--- src/rtl/msc_defs.vh ---
// Constants for the measurement configuration and alarm limit bank
// Function
// - First preamp code bits 2:0 select 6..120
// - Second preamp code bits 5:3 select 1.1..1.8
// - Bit 6 set inverts the chopper polarity
// - Bits 10:7 pick 12 to 18 bit resolution
// - Bit 11 selects absolute-voltage input mode
// - Bits 14:12 select offset compensation percentage
// - Offset shift applies only with bit 15 set
// - Bit 15 selects converter gain one or two
// - Limit one is 0x15[7:0] over 0x13
// - Limit two is 0x15[15:8] over 0x14
`ifndef MSC_DEFS_VH
`define MSC_DEFS_VH
`define MSC_ADDR_SETUP 8'h12
`define MSC_ADDR_LIM1_LO 8'h13
`define MSC_ADDR_LIM2_LO 8'h14
`define MSC_ADDR_LIM_HI 8'h15
`define MSC_RST_SETUP 16'h0000
`define MSC_RST_LIMIT 16'h0000
`define MSC_G1_LSB 0
`define MSC_G1_MSB 2
`define MSC_G2_LSB 3
`define MSC_G2_MSB 5
`define MSC_POL_BIT 6
`define MSC_RES_LSB 7
`define MSC_RES_MSB 10
`define MSC_ABS_BIT 11
`define MSC_OFS_LSB 12
`define MSC_OFS_MSB 14
`define MSC_SHIFT_BIT 15
`define MSC_RES_MAX_CODE 4'h6
`define MSC_RES_BASE_BITS 5'h0C
`endif

--- src/rtl/msc_config_bank.v ---
// Measurement configuration word and alarm limits with decoded front-end settings
`timescale 1ns/1ns
`include "msc_defs.vh"
module msc_config_bank
(
   input wire ref_clk,
   input wire rst,
   input wire cfg_wr,
   input wire [7:0] cfg_addr,
   input wire [15:0] cfg_wdata,
   output reg [15:0] cfg_rdata,
   output reg cfg_addr_hit,
   output reg [7:0] first_preamp_gain_value,
   output reg [7:0] second_preamp_gain_value,
   output reg chopper_invert,
   output reg [4:0] conversion_bits,
   output reg conversion_bits_valid,
   output reg absolute_voltage_input_select,
   output reg negative_input_to_analog_ground,
   output reg [2:0] offset_shift_code,
   output reg [15:0] offset_shift_pct_x100,
   output reg [1:0] converter_gain,
   output wire [23:0] alarm_limit_one,
   output wire [23:0] alarm_limit_two,
   output wire alarm_limit_one_pending,
   output wire alarm_limit_two_pending
);
   wire [15:0] setup_word;
   wire [15:0] lim1_lo_word;
   wire [15:0] lim2_lo_word;
   wire [15:0] lim_hi_word;
   wire wr_setup;
   wire wr_lim1;
   wire wr_lim2;
   wire wr_hi;
   wire [2:0] g1_code;
   wire [2:0] g2_code;
   wire [3:0] res_code;
   wire [2:0] ofs_code;
   wire shift_on;

   // Gain of the first stage as an integer
   function [7:0] first_gain;
      input [2:0] code;
      begin
         case (code)
            3'h0: first_gain = 8'h06;
            3'h1: first_gain = 8'h0C;
            3'h2: first_gain = 8'h14;
            3'h3: first_gain = 8'h1E;
            3'h4: first_gain = 8'h28;
            3'h5: first_gain = 8'h3C;
            3'h6: first_gain = 8'h50;
            default: first_gain = 8'h78;
         endcase
      end
   endfunction

   // Offset compensation in hundredths of a percent
   function [15:0] offset_pct;
      input [2:0] code;
      begin
         case (code)
            3'h0: offset_pct = 16'h0000;
            3'h1: offset_pct = 16'h02A3;
            3'h2: offset_pct = 16'h04E2;
            3'h3: offset_pct = 16'h0785;
            3'h4: offset_pct = 16'h09C4;
            3'h5: offset_pct = 16'h0C67;
            3'h6: offset_pct = 16'h0F0A;
            default: offset_pct = 16'h10E5;
         endcase
      end
   endfunction

   assign wr_setup = cfg_wr & (cfg_addr == `MSC_ADDR_SETUP);
   assign wr_lim1 = cfg_wr & (cfg_addr == `MSC_ADDR_LIM1_LO);
   assign wr_lim2 = cfg_wr & (cfg_addr == `MSC_ADDR_LIM2_LO);
   assign wr_hi = cfg_wr & (cfg_addr == `MSC_ADDR_LIM_HI);

   msc_word_reg #(.RESET_VALUE(`MSC_RST_SETUP)) u_setup
   (
      .ref_clk(ref_clk),
      .rst(rst),
      .wr_en(wr_setup),
      .wr_data(cfg_wdata),
      .word_out(setup_word)
   );

   msc_word_reg #(.RESET_VALUE(`MSC_RST_LIMIT)) u_lim1_lo
   (
      .ref_clk(ref_clk),
      .rst(rst),
      .wr_en(wr_lim1),
      .wr_data(cfg_wdata),
      .word_out(lim1_lo_word)
   );

   msc_word_reg #(.RESET_VALUE(`MSC_RST_LIMIT)) u_lim2_lo
   (
      .ref_clk(ref_clk),
      .rst(rst),
      .wr_en(wr_lim2),
      .wr_data(cfg_wdata),
      .word_out(lim2_lo_word)
   );

   msc_word_reg #(.RESET_VALUE(`MSC_RST_LIMIT)) u_lim_hi
   (
      .ref_clk(ref_clk),
      .rst(rst),
      .wr_en(wr_hi),
      .wr_data(cfg_wdata),
      .word_out(lim_hi_word)
   );

   // The shared upper word counts as a fresh part for both limits
   msc_limit_pair u_limit_one
   (
      .ref_clk(ref_clk),
      .rst(rst),
      .low_wr(wr_lim1),
      .high_wr(wr_hi),
      .low_word(lim1_lo_word),
      .high_byte(lim_hi_word[7:0]),
      .limit_out(alarm_limit_one),
      .limit_pending(alarm_limit_one_pending)
   );

   msc_limit_pair u_limit_two
   (
      .ref_clk(ref_clk),
      .rst(rst),
      .low_wr(wr_lim2),
      .high_wr(wr_hi),
      .low_word(lim2_lo_word),
      .high_byte(lim_hi_word[15:8]),
      .limit_out(alarm_limit_two),
      .limit_pending(alarm_limit_two_pending)
   );

   assign g1_code = setup_word[`MSC_G1_MSB:`MSC_G1_LSB];
   assign g2_code = setup_word[`MSC_G2_MSB:`MSC_G2_LSB];
   assign res_code = setup_word[`MSC_RES_MSB:`MSC_RES_LSB];
   assign ofs_code = setup_word[`MSC_OFS_MSB:`MSC_OFS_LSB];
   assign shift_on = setup_word[`MSC_SHIFT_BIT];

   // Read path is registered; unmapped addresses read zero with no hit
   always @(posedge ref_clk or posedge rst)
   begin
      if (rst)
      begin
         cfg_rdata <= 16'h0000;
         cfg_addr_hit <= 1'b0;
      end
      else
      begin
         cfg_addr_hit <= (cfg_addr >= `MSC_ADDR_SETUP) && (cfg_addr <= `MSC_ADDR_LIM_HI);
         case (cfg_addr)
            `MSC_ADDR_SETUP: cfg_rdata <= setup_word;
            `MSC_ADDR_LIM1_LO: cfg_rdata <= lim1_lo_word;
            `MSC_ADDR_LIM2_LO: cfg_rdata <= lim2_lo_word;
            `MSC_ADDR_LIM_HI: cfg_rdata <= lim_hi_word;
            default: cfg_rdata <= 16'h0000;
         endcase
      end
   end

   // Decoded settings, registered so the analog side sees clean levels
   always @(posedge ref_clk or posedge rst)
   begin
      if (rst)
      begin
         first_preamp_gain_value <= 8'h06;
         second_preamp_gain_value <= 8'h0B;
         chopper_invert <= 1'b0;
         conversion_bits <= `MSC_RES_BASE_BITS;
         conversion_bits_valid <= 1'b1;
         absolute_voltage_input_select <= 1'b0;
         negative_input_to_analog_ground <= 1'b0;
         offset_shift_code <= 3'h0;
         offset_shift_pct_x100 <= 16'h0000;
         converter_gain <= 2'h1;
      end
      else
      begin
         first_preamp_gain_value <= first_gain(g1_code);
         // Second gain in tenths: 11 + code
         second_preamp_gain_value <= 8'h0B + {5'h00, g2_code};
         chopper_invert <= setup_word[`MSC_POL_BIT];
         conversion_bits <= `MSC_RES_BASE_BITS + {1'b0, res_code};
         conversion_bits_valid <= (res_code <= `MSC_RES_MAX_CODE);
         absolute_voltage_input_select <= setup_word[`MSC_ABS_BIT];
         negative_input_to_analog_ground <= setup_word[`MSC_ABS_BIT];
         // Gated by the method bit so a stale field never shifts the converter
         offset_shift_code <= shift_on ? ofs_code : 3'h0;
         offset_shift_pct_x100 <= shift_on ? offset_pct(ofs_code) : 16'h0000;
         converter_gain <= shift_on ? 2'h2 : 2'h1;
      end
   end
endmodule

--- src/rtl/msc_limit_pair.v ---
// Assembles one 24-bit alarm limit and publishes it when both parts are fresh
`timescale 1ns/1ns
module msc_limit_pair
(
   input wire ref_clk,
   input wire rst,
   input wire low_wr,
   input wire high_wr,
   input wire [15:0] low_word,
   input wire [7:0] high_byte,
   output reg [23:0] limit_out,
   output wire limit_pending
);
   reg low_seen_reg;
   reg high_seen_reg;
   reg low_seen_next;
   reg high_seen_next;
   reg publish;

   // Writes land in the word registers this cycle; the stored words are
   // visible one cycle later, so publication is delayed by one edge.
   reg publish_d_reg;

   always @*
   begin
      low_seen_next = low_seen_reg | low_wr;
      high_seen_next = high_seen_reg | high_wr;
      publish = low_seen_next & high_seen_next;
      if (publish)
      begin
         low_seen_next = 1'b0;
         high_seen_next = 1'b0;
      end
   end

   always @(posedge ref_clk or posedge rst)
   begin
      if (rst)
      begin
         low_seen_reg <= 1'b0;
         high_seen_reg <= 1'b0;
         publish_d_reg <= 1'b0;
         limit_out <= 24'h00_0000;
      end
      else
      begin
         low_seen_reg <= low_seen_next;
         high_seen_reg <= high_seen_next;
         publish_d_reg <= publish;
         if (publish_d_reg)
         begin
            limit_out <= {high_byte, low_word};
         end
      end
   end

   assign limit_pending = low_seen_reg | high_seen_reg | publish_d_reg;
endmodule

--- src/rtl/msc_word_reg.v ---
// One 16-bit configuration word with write strobe and registered value
`timescale 1ns/1ns
module msc_word_reg
#(
   parameter [15:0] RESET_VALUE = 16'h0000
)
(
   input wire ref_clk,
   input wire rst,
   input wire wr_en,
   input wire [15:0] wr_data,
   output wire [15:0] word_out
);
   reg [15:0] word_reg;

   always @(posedge ref_clk or posedge rst)
   begin
      if (rst)
      begin
         word_reg <= RESET_VALUE;
      end
      else if (wr_en)
      begin
         word_reg <= wr_data;
      end
   end

   assign word_out = word_reg;
endmodule

--- config.mk ---
export PLATFORM = sky130hd
export DESIGN_NAME = msc_config_bank
export DESIGN_NICKNAME = d
export VERILOG_FILES = /design/src/rtl/msc_config_bank.v /design/src/rtl/msc_limit_pair.v /design/src/rtl/msc_word_reg.v
export VERILOG_INCLUDE_DIRS = /design/src /design/src/rtl
export SDC_FILE = /design/constraint.sdc
export NUM_CORES = 1
export LEC_CHECK = 0
export BUFFER_PORTS_ARGS = -buffer_cell sky130_fd_sc_hd__buf_2
export CAP_MARGIN = 25
export CORE_AREA = 2 2 123 125
export CTS_BUF_LIST = sky130_fd_sc_hd__clkbuf_16
export CTS_CLUSTER_SIZE = 28
export DETAILED_ROUTE_END_ITERATION = 10
export DIE_AREA = 0 0 125 127
export HOLD_SLACK_MARGIN = 0.06
export PLACE_DENSITY = 0.73
export SETUP_SLACK_MARGIN = 0.15
export SYNTH_ARGS = -nofsm -noshare
export SYNTH_HDL_FRONTEND = slang
export SYNTH_SLANG_ARGS = --single-unit
--- constraint.sdc ---
create_clock -name ref_clk -period 5.31 [get_ports ref_clk]
set_input_delay 0.531 -clock ref_clk [delete_from_list [all_inputs] [get_ports ref_clk]]
set_output_delay 0.531 -clock ref_clk [all_outputs]
set_load 0.05 [all_outputs]
Yosys cells after proc, flatten, opt, wreduce, memory -nomap -nowiden
Cells that the tools add are included.

Flip-flop bits (word level): 177. Input port bits: 27. Output and inout bits: 113. Word-level logic and storage cells: 71.

Add/sub/neg operators: 2. $lt $le $gt $ge: 3. Equal/unequal tests: 16. Muxes and demuxes: 10. Bitwise operators: 14. Reductions and logical operators: 3.

Operators by type and width (number): 13-bit one-hot mux with 7 select lines (1); 16-bit one-hot mux with 4 select lines (1); 7-bit one-hot mux with 7 select lines (1); 8-bit by 5-bit equality test with 1-bit output (second input constant) (4); 3-bit equality test (second input constant) (6); 16-bit two-way mux (1); 3-bit by 2-bit equality test with 1-bit output (second input constant) (4); 8-bit by 5-bit >= comparator with 1-bit output (second input constant) (1); 8-bit by 5-bit less-or-equal comparator with 1-bit output (second input constant) (1); 1-bit OR (8); 1-bit bitwise AND (6); 3-bit by 1-bit equality test with 1-bit output (second input constant) (2); 3-bit logical NOT (2); 4-bit by 3-bit adder with 5-bit output (first input constant) (1); 4-bit by 4-bit adder with 5-bit output (first input constant) (1); 4-bit by 3-bit less-or-equal comparator with 1-bit output (second input constant) (1); 1-bit two-way mux (4); 3-bit two-way mux (1); 2-bit two-way mux (1); 1-bit logical AND (1).

Depth between registers and ports, before layout
Gate-level depths: netlist of the first run.

Depth in word-level cells: 5. Depth in mapped cells: 6. Gate-level depth less buffers: 4.

By module
From an unflattened synthesis of the first run, not the netlist that was laid out.

Cell total of the unflattened synthesis: 470. Area, all modules: 7300.8 µm².

Modules (own cells, without submodules): msc_word_reg (instances 4, cells each 35, area each 653.1 µm², seq. area each 400.4 µm²); msc_config_bank (instances 1, cells each 208, area each 2481.1 µm², seq. area each 1337.5 µm²); msc_limit_pair (instances 2, cells each 61, area each 1103.6 µm², seq. area each 675.6 µm²).

Worst setup path before layout of the first run
Ideal clock, no wire load.

Path type: input -> register. Start: input port cfg_addr[3]. End: register u_setup.word_reg[0], in the netlist u_setup.word_out[0]. Setup time: 0.125 ns. Arrival time: 2.165 ns. Data required time: 5.185 ns. Slack: 3.020 ns. Cell stages on the path: 5. Buffers on the path: 2. Path through: or4b_4 buf_6 nor4_4 buf_8 mux2_4.

Word-level cells in the longest chain between the ends: 2.

RTL lines: start, declared (RTL line msc_config_bank.v:9) `input wire [7:0] cfg_addr,`; 8-bit by 5-bit equality test with 1-bit output; 1-bit bitwise AND (RTL line msc_config_bank.v:76) `` assign wr_setup = cfg_wr & (cfg_addr == `MSC_ADDR_SETUP); ``; end signal, assigned (RTL line msc_word_reg.v:24) `word_reg <= wr_data;`; end, declared (RTL line msc_word_reg.v:14) `reg [15:0] word_reg;`.

Every way passes these cells. A chain may end at the register's enable or synchronous reset.

Worst setup path after layout of the first run
Start: input port cfg_addr[2]. End: register u_setup.word_reg[9], in the netlist u_setup.word_out[9].

Same word-level chain as after synthesis.

==> impl_metrics.tcl, run 1 <==
set metrics [dict create \
    core_area_um2 14420 \
    grt_pass1_vias 4362 \
    drtPass1Iterations 8 \
    crit_path_start_kind "input port" \
    relSlewSlack 0.2515 \
    drive_above_1_share 0.4831 \
    die_h_um 127 \
    cts_tree "yes" \
    p_clk_frac 0.414 \
    largestRegisters "u_limit_one.limit_out: 24 flops, u_limit_two.limit_out: 24 flops" \
    p_int_mw 2.378 \
    design_power_total_mw 3.324 \
    path_class "in -> reg" \
    hold_ws_ns 0.1368 \
    drv_slew 0 \
    setup_tns_ns 0 \
    clockBufferDepth 2 \
    drt_iter0_drc 218 \
    setup_slack_ns 2.696 \
    maxCapViolations 0 \
    worstPathCellList "buf_2 > nand2b_1 > nor4_4 > buf_4 > mux2_2" \
    timing.fmax_ghz 0.3826 \
    htreeDepth 4 \
    gp_congestion 0.7655 \
    port-buffer-count 130 \
    cts_setup_buffers 0 \
    rsz0062_at_grt "false" \
    grt_pass1_wl_um 23650 \
    cts.repair.resized 0 \
    postRouteAntennaNets 0 \
    synthTopCellsByArea "dfrtp_1 (58%), mux2_2 (17%), mux2i_1 (5.0%)" \
    switching_share 0.2845 \
    initial_core_util 0.4819 \
    synth_cell_types 43 \
    setup_viol 0 \
    synth.cell_area_um2 6950 \
    outcome "finished, final reports clean" \
    clk_latency_ns 0.43 \
    place_ws_ns 2.268 \
    dr_total_vias 4172 \
    p_comb_frac 0.150 \
    finalHoldViolCount 0 \
    dpl.hpwl_um 9844 \
    drc 0 \
    p_sw_mw 0.9459 \
    fp.dieArea_um2 15880 \
    ios 140 \
    mostFrequentLayoutCells "dfrtp_1 (162), buf_2 (130), mux2_2 (103), mux2i_1 (35), and2_1 (20)" \
    final_common_cell "dfrtp_1" \
    numClockSinks 171 \
    power_density_nw_per_um2 394.1 \
    timing.final.crit_period_ns 2.614 \
    peakVddDrop_mv 0.2017 \
    antenna_found_initial 1 \
    finish.net_count 641 \
    grt_max_degree 121 \
    area_delta_synth_final_pct 21.37 \
    yosys_warnings 0 \
    cts_hold_repair.buffers 0 \
    viasPerCell 5.163 \
    ys_seq_area_frac 0.6173 \
    num_rows 44 \
    synth_top_area_frac 0.5833 \
    worst_setup_path_end_kind "flop" \
    slowest_stage "nor4_4" \
    die_w_um 125 \
    grtUsageTotal 0.1928 \
    fin_crit_sh 0.4923 \
    clockRootBuffer "clkbuf_16" \
    overflow 0 \
    clk_pin_slew_ns 0.06 \
    yosys.area.top_type "dfrtp_1" \
    tightestPinTransition_ns 1.123 \
    synthCells 480 \
    wire_per_inst_um 18.57 \
    syn_avg_cell_area_um2 14.48 \
    fin_skew_ns 0.006793 \
    ys_seq_elements 171 \
    p_leak_nw 4.493 \
    worst-path-max-fanout 20 \
    required_ns 5.62 \
    postRouteWirelength_um 15000 \
    cts_made_buffers 17 \
    min_path_type "in -> async" \
    cp.arrival_ns 2.92 \
    p_seq_frac 0.436 \
    cpPeakStageDelay_ns 0.88 \
]
[final timing paths]
check / start / to / slack [ns] / cells after the start
worst max-delay path: cfg_addr[2] / u_setup.word_out[9]$_DFFE_PP0P_ / 2.70 / 5
min in group ref_clk: cfg_wdata[1] / u_setup.word_out[1]$_DFFE_PP0P_ / 0.38 / 2
worst min register to register: u_setup.word_out[11]$_DFFE_PP0P_ / negative_input_to_analog_ground$_DFF_PP0_ / 0.40 / 0
max in group asynchronous: rst / u_lim_hi.word_out[0]$_DFFE_PP0P_ / 3.79 / 4
worst max register to register: u_limit_one.publish_d_reg$_DFF_PP0_ / u_limit_one.limit_out[22]$_DFFE_PP0P_ / 4.07 / 2
worst min-delay path: rst / u_limit_two.limit_out[16]$_DFFE_PP0P_ / 0.14 / 2
[synth_stat cells, drive strengths merged]
cell type and instances:
a211o 1, a211oi 2, a21boi 1, a21o 1
a21oi 5, a31o 1, and2 20, and4b 1
buf 25, clkbuf 11, clkinv 1, conb 1
dfrtp 162, dfstp 9, ha 4, inv 15
mux2 113, mux2i 35, nand2 8, nand2b 6
nand4bb 2, nor2 10, nor2b 2, nor3 2
nor4 5, nor4b 1, o21ai 4, o22a 1
o22ai 17, o31ai 1, o32ai 1, or2 1
or3 4, or3b 1, or4b 1, xnor2 1
xor2 4
[logic make-up (layout without fill, tap and decap cells)]
| family | count (synthesis) | after routing | synth area share |
|---|---|---|---|
| simple gates | 64 | 64 | 0.05887 |
| other cells | 1 | 10 | 0.0005395 |
| compound gates | 35 | 35 | 0.03222 |
| mux | 148 | 148 | 0.2389 |
| xor+xnor | 5 | 5 | 0.006300 |
| buf+inv | 52 | 187 | 0.03870 |
| flops | 171 | 171 | 0.6173 |
| fa+ha+maj | 4 | 4 | 0.007201 |
[metrics by stage]
stage | util | cells | instance area, um^2
CTS | 0.5806 | 804 | 8374
global route | 0.5847 | 807 | 8433
detailed placement | 0.5349 | 772 | 7715
floorplan | - | 488 | 6980
finish | 0.5848 | 808 | 8436
global placement | 0.5333 | 770 | 7692
[worst max-delay path: cells and delay by family]
family                 cells  cell delay, ns
and+or+nand+nor            2            1.54
buffers and inverters      2            0.48
muxes                      1            0.36
[power by group through the flow]
stage / Sequential, mW / Combinational (mW) / Clock [mW]
after floorplan: 1.63 / 0.217 / 0
after global placement: 1.47 / 0.489 / 0
after detailed placement: 1.47 / 0.499 / 0
after CTS: 1.45 / 0.502 / 1.39
after global routing: 1.46 / 0.528 / 1.45
final: 1.45 / 0.500 / 1.37
[layout make-up]
| cell class | count | area [um^2] |
|---|---|---|
| fillers | 1176 | 5988 |
| flip-flops and latches | 171 | 4290 |
| multi-input cells | 265 | 2426 |
| repair buffers | 139 | 762.0 |
| clock buffers | 17 | 425.4 |
| clock inverters | 15 | 234.0 |
| well taps | 184 | 230.2 |
| inverters | 16 | 65.06 |
| diodes | 1 | 2.502 |
[metal layers]
metal / share of wire / GRT usage
met1: 0.44 / 0.2577
met2: 0.49 / 0.3098
met3: 0.054 / 0.05276
met4: 0.013 / 0.06275
met5: 0 / 0
(Power assumes the default switching activity.)
==> inputs of run 2 (changes only) <==
==> constraint.sdc (replaced) <==
create_clock -name ref_clk -period 2.1 [get_ports ref_clk]
set_input_delay 0.21 -clock ref_clk [delete_from_list [all_inputs] [get_ports ref_clk]]
set_output_delay 0.21 -clock ref_clk [all_outputs]
set_load 0.05 [all_outputs]
==> impl_metrics.tcl, run 2 (synthesis results as in run 1) <==
set metrics [dict create \
    outcome "finished, final reports clean" \
    r2r_slack_ns 0.70 \
    num_rows 44 \
    min_path_type "in -> reg" \
    drc 0 \
    fin_crit_sh 0.8758 \
    final_cells 826 \
    cts_tree "yes" \
    grt_pass1_wl_um 24400 \
    area.sequential_um2 4290 \
    diodes 0 \
    drtPass1Iterations 4 \
    fill_cells 1137 \
    met3_usage 0.05988 \
    required_ns 1.89 \
    fin_skew_ns 0.004926 \
    finalHoldViolCount 0 \
    area_delta_synth_final_pct 22.97 \
    postRouteAntennaNets 0 \
    met1_usage 0.2746 \
    multi_input_area_um2 2429 \
    fp.dieArea_um2 15880 \
    clk_pin_slew_ns 0.06 \
    mostFrequentLayoutCells "dfrtp_1 (162), buf_2 (130), mux2_2 (103), mux2i_1 (35), and2_1 (20)" \
    wire_per_inst_um 18.32 \
    port-buffer-count 130 \
    path_class "reg -> out" \
    p_leak_nw 4.543 \
    cp.arrival_ns 1.63 \
    cts.repair.resized 0 \
    overflow 0 \
    slowest_stage "dfrtp_1" \
    place_inst 784 \
    die_w_um 125 \
    antenna_found_initial 1 \
    viasPerCell 5.252 \
    final_common_cell "dfrtp_1" \
    setup_slack_ns 0.2607 \
    initial_core_util 0.4819 \
    htreeDepth 4 \
    relSlewSlack 0.5433 \
    cts_made_buffers 17 \
    finish.net_count 660 \
    drv_slew 0 \
    cts_setup_buffers 0 \
    clk_latency_ns 0.43 \
    place_ws_ns 0.09792 \
    drt_iter0_drc 228 \
    grt_pass1_vias 4436 \
    design_power_total_mw 8.244 \
    final_area_um2 8547 \
    clockRootBuffer "clkbuf_16" \
    postRouteWirelength_um 15130 \
    clockBufferDepth 2 \
    worst_setup_path_end_kind "primary output" \
    gp_congestion 0.8181 \
    peakVddDrop_mv 0.6694 \
    timing.fmax_ghz 0.5437 \
    die_h_um 127 \
    worstPathCellList "or3_1 > buf_2" \
    timing.final.crit_period_ns 1.839 \
    core_area_um2 14420 \
    use_met2 0.3037 \
    dpl.hpwl_um 10220 \
    setup_viol 0 \
    power_density_nw_per_um2 964.6 \
    ios 140 \
    cpPeakStageDelay_ns 0.50 \
    tightestPinTransition_ns 0.6850 \
    largestRegisters "u_limit_one.limit_out: 24 flops, u_limit_two.limit_out: 24 flops" \
    place_area_um2 7824 \
    worst-path-max-fanout 8 \
    rsz0062_at_grt "false" \
    gr-max-usage-layer "met2" \
    post-route-util 0.5926 \
    grtUsageTotal 0.1995 \
    drive_above_1_share 0.4813 \
    numClockSinks 171 \
    crit_path_start_kind "flop" \
    dr_total_vias 4338 \
    maxCapViolations 0 \
    grt_max_degree 121 \
]
## run 2: cell types whose count changed in the layout (fill, tap and decap cells not counted), moves of 3 or more
| cell | change |
|---|---|
| buf_6 | -3 |
| inv_6 | -3 |
| dlygate4sd3_1 | +10 |
| clkinvlp_4 | +3 |
| buf_4 | +12 |
## run 2: through the flow
stage | setup TNS, ns | hold slack (ns)
2_1_floorplan | -46.23 | 0.3580
3_3_place_gp | 0 | 0.4009
3_5_place_dp | 0 | 0.3985
4_1_cts | 0 | 0.06067
5_1_grt | 0 | 0.06572
6_report | 0 | 0.08259
## run 2: final timing paths
check | startpoint | end | cells after the start
max in group asynchronous | rst | u_setup.word_out[8]$_DFFE_PP0P_ | 4
min in group asynchronous | rst | u_limit_two.limit_out[11]$_DFFE_PP0P_ | 4
max reg2reg | u_limit_two.publish_d_reg$_DFF_PP0_ | u_limit_two.limit_out[14]$_DFFE_PP0P_ | 2
max | u_limit_two.publish_d_reg$_DFF_PP0_ | alarm_limit_two_pending | 2
min | cfg_wdata[0] | u_setup.word_out[0]$_DFFE_PP0P_ | 2
min reg2reg | u_setup.word_out[6]$_DFFE_PP0P_ | chopper_invert$_DFF_PP0_ | 0
## run 2: what timing repair did
action | in CTS | in global routing
hold buffers | 10 | 0
endpoints found under the hold margin | 185 | 0
setup endpoints to repair | 0 | 0
## run 2: area by class of cell
cell class | instances | share of cell area
Multi-Input combinational cell | 265 | 0.2841
Sequential cell | 171 | 0.5020
Inverter | 16 | 0.007466
Timing Repair Buffer | 158 | 0.1066
Clock inverter | 15 | 0.02313
Clock buffer | 17 | 0.04977
Tap cell | 184 | 0.02694
## run 2: report_power, final
part | internal [mW] | switching (mW)
Clock | 1.99 | 1.31
Combinational | 0.385 | 0.904
Sequential | 3.51 | 0.150
## run 2: worst max-delay path: cells and delay by family, from the launching register on
kind	cells	cell delay, ns
buf+inv	1	0.24
flops	1	0.50
simple gates	1	0.47
## run 2: layer usage
layer  vias up  routed length (um)  part of all wire
li1       1965                   -                 -
met1      2220                6874              0.45
met2       127                7147              0.47
met3        24                 876             0.058
met4         2                 223             0.015
met5         -                  11           0.00073
==> inputs of run 3 (changes only) <==
--- a/config.mk
+++ b/config.mk
@@ -8,14 +8,15 @@
 export LEC_CHECK = 0
 export BUFFER_PORTS_ARGS = -buffer_cell sky130_fd_sc_hd__buf_2
 export CAP_MARGIN = 25
-export CORE_AREA = 2 2 123 125
+export CORE_AREA = 2 2 124 126
 export CTS_BUF_LIST = sky130_fd_sc_hd__clkbuf_16
 export CTS_CLUSTER_SIZE = 28
 export DETAILED_ROUTE_END_ITERATION = 10
-export DIE_AREA = 0 0 125 127
+export DIE_AREA = 0 0 126 128
 export HOLD_SLACK_MARGIN = 0.06
-export PLACE_DENSITY = 0.73
+export PLACE_DENSITY = 0.74
 export SETUP_SLACK_MARGIN = 0.15
 export SYNTH_ARGS = -nofsm -noshare
 export SYNTH_HDL_FRONTEND = slang
+export SYNTH_HIERARCHICAL = 1
 export SYNTH_SLANG_ARGS = --single-unit
==> impl_metrics.tcl, run 3 <==
set metrics [dict create \
    outcome "finished, final reports clean" \
    hold_ws_ns 0.1090 \
    htreeDepth 4 \
    num_rows 45 \
    yosysMostFrequentCell "dfrtp_1" \
    postRouteWirelength_um 15440 \
    r2r_slack_ns 0.76 \
    min_path_type "in -> reg" \
    cts_tree "yes" \
    clockRootBuffer "clkbuf_16" \
    syn_avg_cell_area_um2 15.53 \
    maxCapViolations 0 \
    diodes 0 \
    numClockSinks 171 \
    drc 0 \
    ys_seq_elements 171 \
    mostFrequentLayoutCells "dfrtp_1 (162), buf_2 (130), mux2_4 (80), mux2_2 (34), mux2i_1 (33)" \
    p_sw_mw 1.673 \
    met3_usage 0.04925 \
    ys_seq_area_frac 0.5877 \
    antenna_found_initial 0 \
    synth_top_area_frac 0.5553 \
    fp.dieArea_um2 16130 \
    grt_max_degree 29 \
    synth.cell_area_um2 7301 \
    cts.repair.resized 0 \
    crit_path_start_kind "flop" \
    cpPeakStageDelay_ns 0.45 \
    gr-max-usage-layer "met2" \
    area_delta_synth_final_pct 17.43 \
    synthCells 470 \
    synth-edff-count 0 \
    tightestPinTransition_ns 0.7152 \
    initial_core_util 0.4912 \
    p_seq_frac 0.483 \
    cts_made_buffers 17 \
    finish.net_count 635 \
    drv_slew 0 \
    drt_iter0_drc 240 \
    grt_pass1_wl_um 24650 \
    p_leak_nw 4.525 \
    wire_per_inst_um 19.18 \
    place_ws_ns 0.2477 \
    timing.final.crit_period_ns 1.705 \
    design_power_total_mw 7.213 \
    yosys-top-cells-count "dfrtp_1 (162), mux2_4 (80), mux2_2 (34), mux2i_1 (33), nor2_1 (29)" \
    synthTopCellsByArea "dfrtp_1 (56%), mux2_4 (16%), mux2_2 (5.2%)" \
    dr_total_vias 4076 \
    final_common_cell "dfrtp_1" \
    fin_skew_ns 0.007829 \
    synth_cell_types 32 \
    setup_slack_ns 0.3948 \
    finalHoldViolCount 0 \
    path_class "reg -> out" \
    use_met2 0.3235 \
    overflow 0 \
    fin_crit_sh 0.8120 \
    met1_usage 0.2659 \
    drive_above_1_share 0.4830 \
    viasPerCell 5.063 \
    dpl.hpwl_um 11280 \
    p_comb_frac 0.081 \
    place_inst 772 \
    core_area_um2 14860 \
    worst_setup_path_end_kind "primary output" \
    port-buffer-count 130 \
    die_h_um 128 \
    worstPathCellList "or3_1 > buf_2" \
    slowest_stage "dfrtp_1" \
    async_flop_share 1.000 \
    grtUsageTotal 0.2004 \
    clockBufferDepth 2 \
    final_cells 805 \
    ios 140 \
    relSlewSlack 0.5227 \
    timing.fmax_ghz 0.5865 \
    rsz0062_at_grt "false" \
    worst-path-max-fanout 5 \
    p_int_mw 5.540 \
    gp_congestion 0.8628 \
    die_w_um 126 \
    clk_pin_slew_ns 0.06 \
    yosys_warnings 6 \
    grt_pass1_vias 4374 \
    p_clk_frac 0.435 \
    drtPass1Iterations 4 \
    synthFlopType "dfrtp_1" \
    clk_latency_ns 0.42 \
    switching_share 0.2319 \
    setup_viol 0 \
    power_density_nw_per_um2 841.4 \
    cp.arrival_ns 1.50 \
    peakVddDrop_mv 0.5854 \
    yosys.area.top_type "dfrtp_1" \
    largestRegisters "u_limit_one/limit_out: 24 flops, u_limit_two/limit_out: 24 flops" \
    setup_tns_ns 0 \
    postRouteAntennaNets 0 \
    required_ns 1.89 \
]
run 3: cell count changes in the layout (fill, tap and decap cells not counted), sizes merged, moves of 4 or more:
cell / change
nor2: +19
and2: -16
o22ai: -16
o22a: +15
dlygate4sd3: -9
nor3: +6
buf: -5
clkinvlp: -5
clkinv: +4
inv: +4
nor4: -4
run 3: layout make-up:
class,instances,area [um^2]
clock buffers,17,425.4
clock inverters,15,166.4
fillers,1178,6291
inverters,19,71.32
multi-input cells,251,2551
flip-flops and latches,171,4290
well taps,188,235.2
repair buffers,144,833.3
run 3: worst max-delay path, delay by kind of cell (launching register included):
family,cells,cell delay (ns)
and+or+nand+nor,1,0.41
buffers and inverters,1,0.22
DFF,1,0.45
run 3: per-stage QoR:
stage	cell area, um^2	utilization
floorplan	7331	-
global placement	7971	0.5363
detailed placement	7971	0.5363
CTS	8573	0.5768
global route	8573	0.5768
finish	8573	0.5768
run 3: logic make-up (layout without fill, tap and decap cells):
group                    count (synthesis)  in the layout  synth area share
flip-flops                             171            171            0.5877
multiplexers                           147            147            0.2622
AND/OR/NAND/NOR                         61             61           0.04113
buffers and inverters                   56            195           0.06941
AO/OA/AOI/OAI                           26             26           0.02742
adder cells (fa/ha/maj)                  4              4          0.006855
XOR/XNOR                                 4              4          0.004798
other                                    1              9         0.0005136
run 3: final timing paths:
kind	endpoint	cells past startpoint	start
max	alarm_limit_two_pending	2	u_limit_two/publish_d_reg$_DFF_PP0_
min	u_lim2_lo/word_out[15]$_DFFE_PP0P_	2	cfg_wdata[15]
max reg2reg	u_limit_two/limit_out[22]$_DFFE_PP0P_	2	u_limit_two/publish_d_reg$_DFF_PP0_
min reg2reg	chopper_invert$_DFF_PP0_	0	u_setup/word_out[6]$_DFFE_PP0P_
max in group asynchronous	first_preamp_gain_value[1]$_DFF_PP1_	4	rst
min in group asynchronous	u_limit_one/limit_out[23]$_DFFE_PP0P_	3	rst
run 3: power groups by stage:
stage / combinational (mW) / clock [mW] / sequential [mW]
final: 0.587 / 3.14 / 3.49
after global routing: 0.632 / 3.34 / 3.50
after CTS: 0.595 / 3.21 / 3.49
after detailed placement: 0.591 / 0 / 3.54
after global placement: 0.579 / 0 / 3.54
after floorplan: 0.351 / 0 / 3.63
run 3: layer usage:
| metal | wire length (um) | up-vias | part of all wire |
|---|---|---|---|
| li1 | - | 1853 | - |
| met2 | 7638 | 107 | 0.49 |
| met4 | 298 | 0 | 0.019 |
| met1 | 6777 | 2092 | 0.44 |
| met3 | 722 | 24 | 0.047 |
| met5 | 0 | - | 0 |
run 3: repair_timing:
item	4_1_cts	5_1_grt
setup buffers	0	0
endpoints found under the hold margin	123	0
hold buffers	1	0
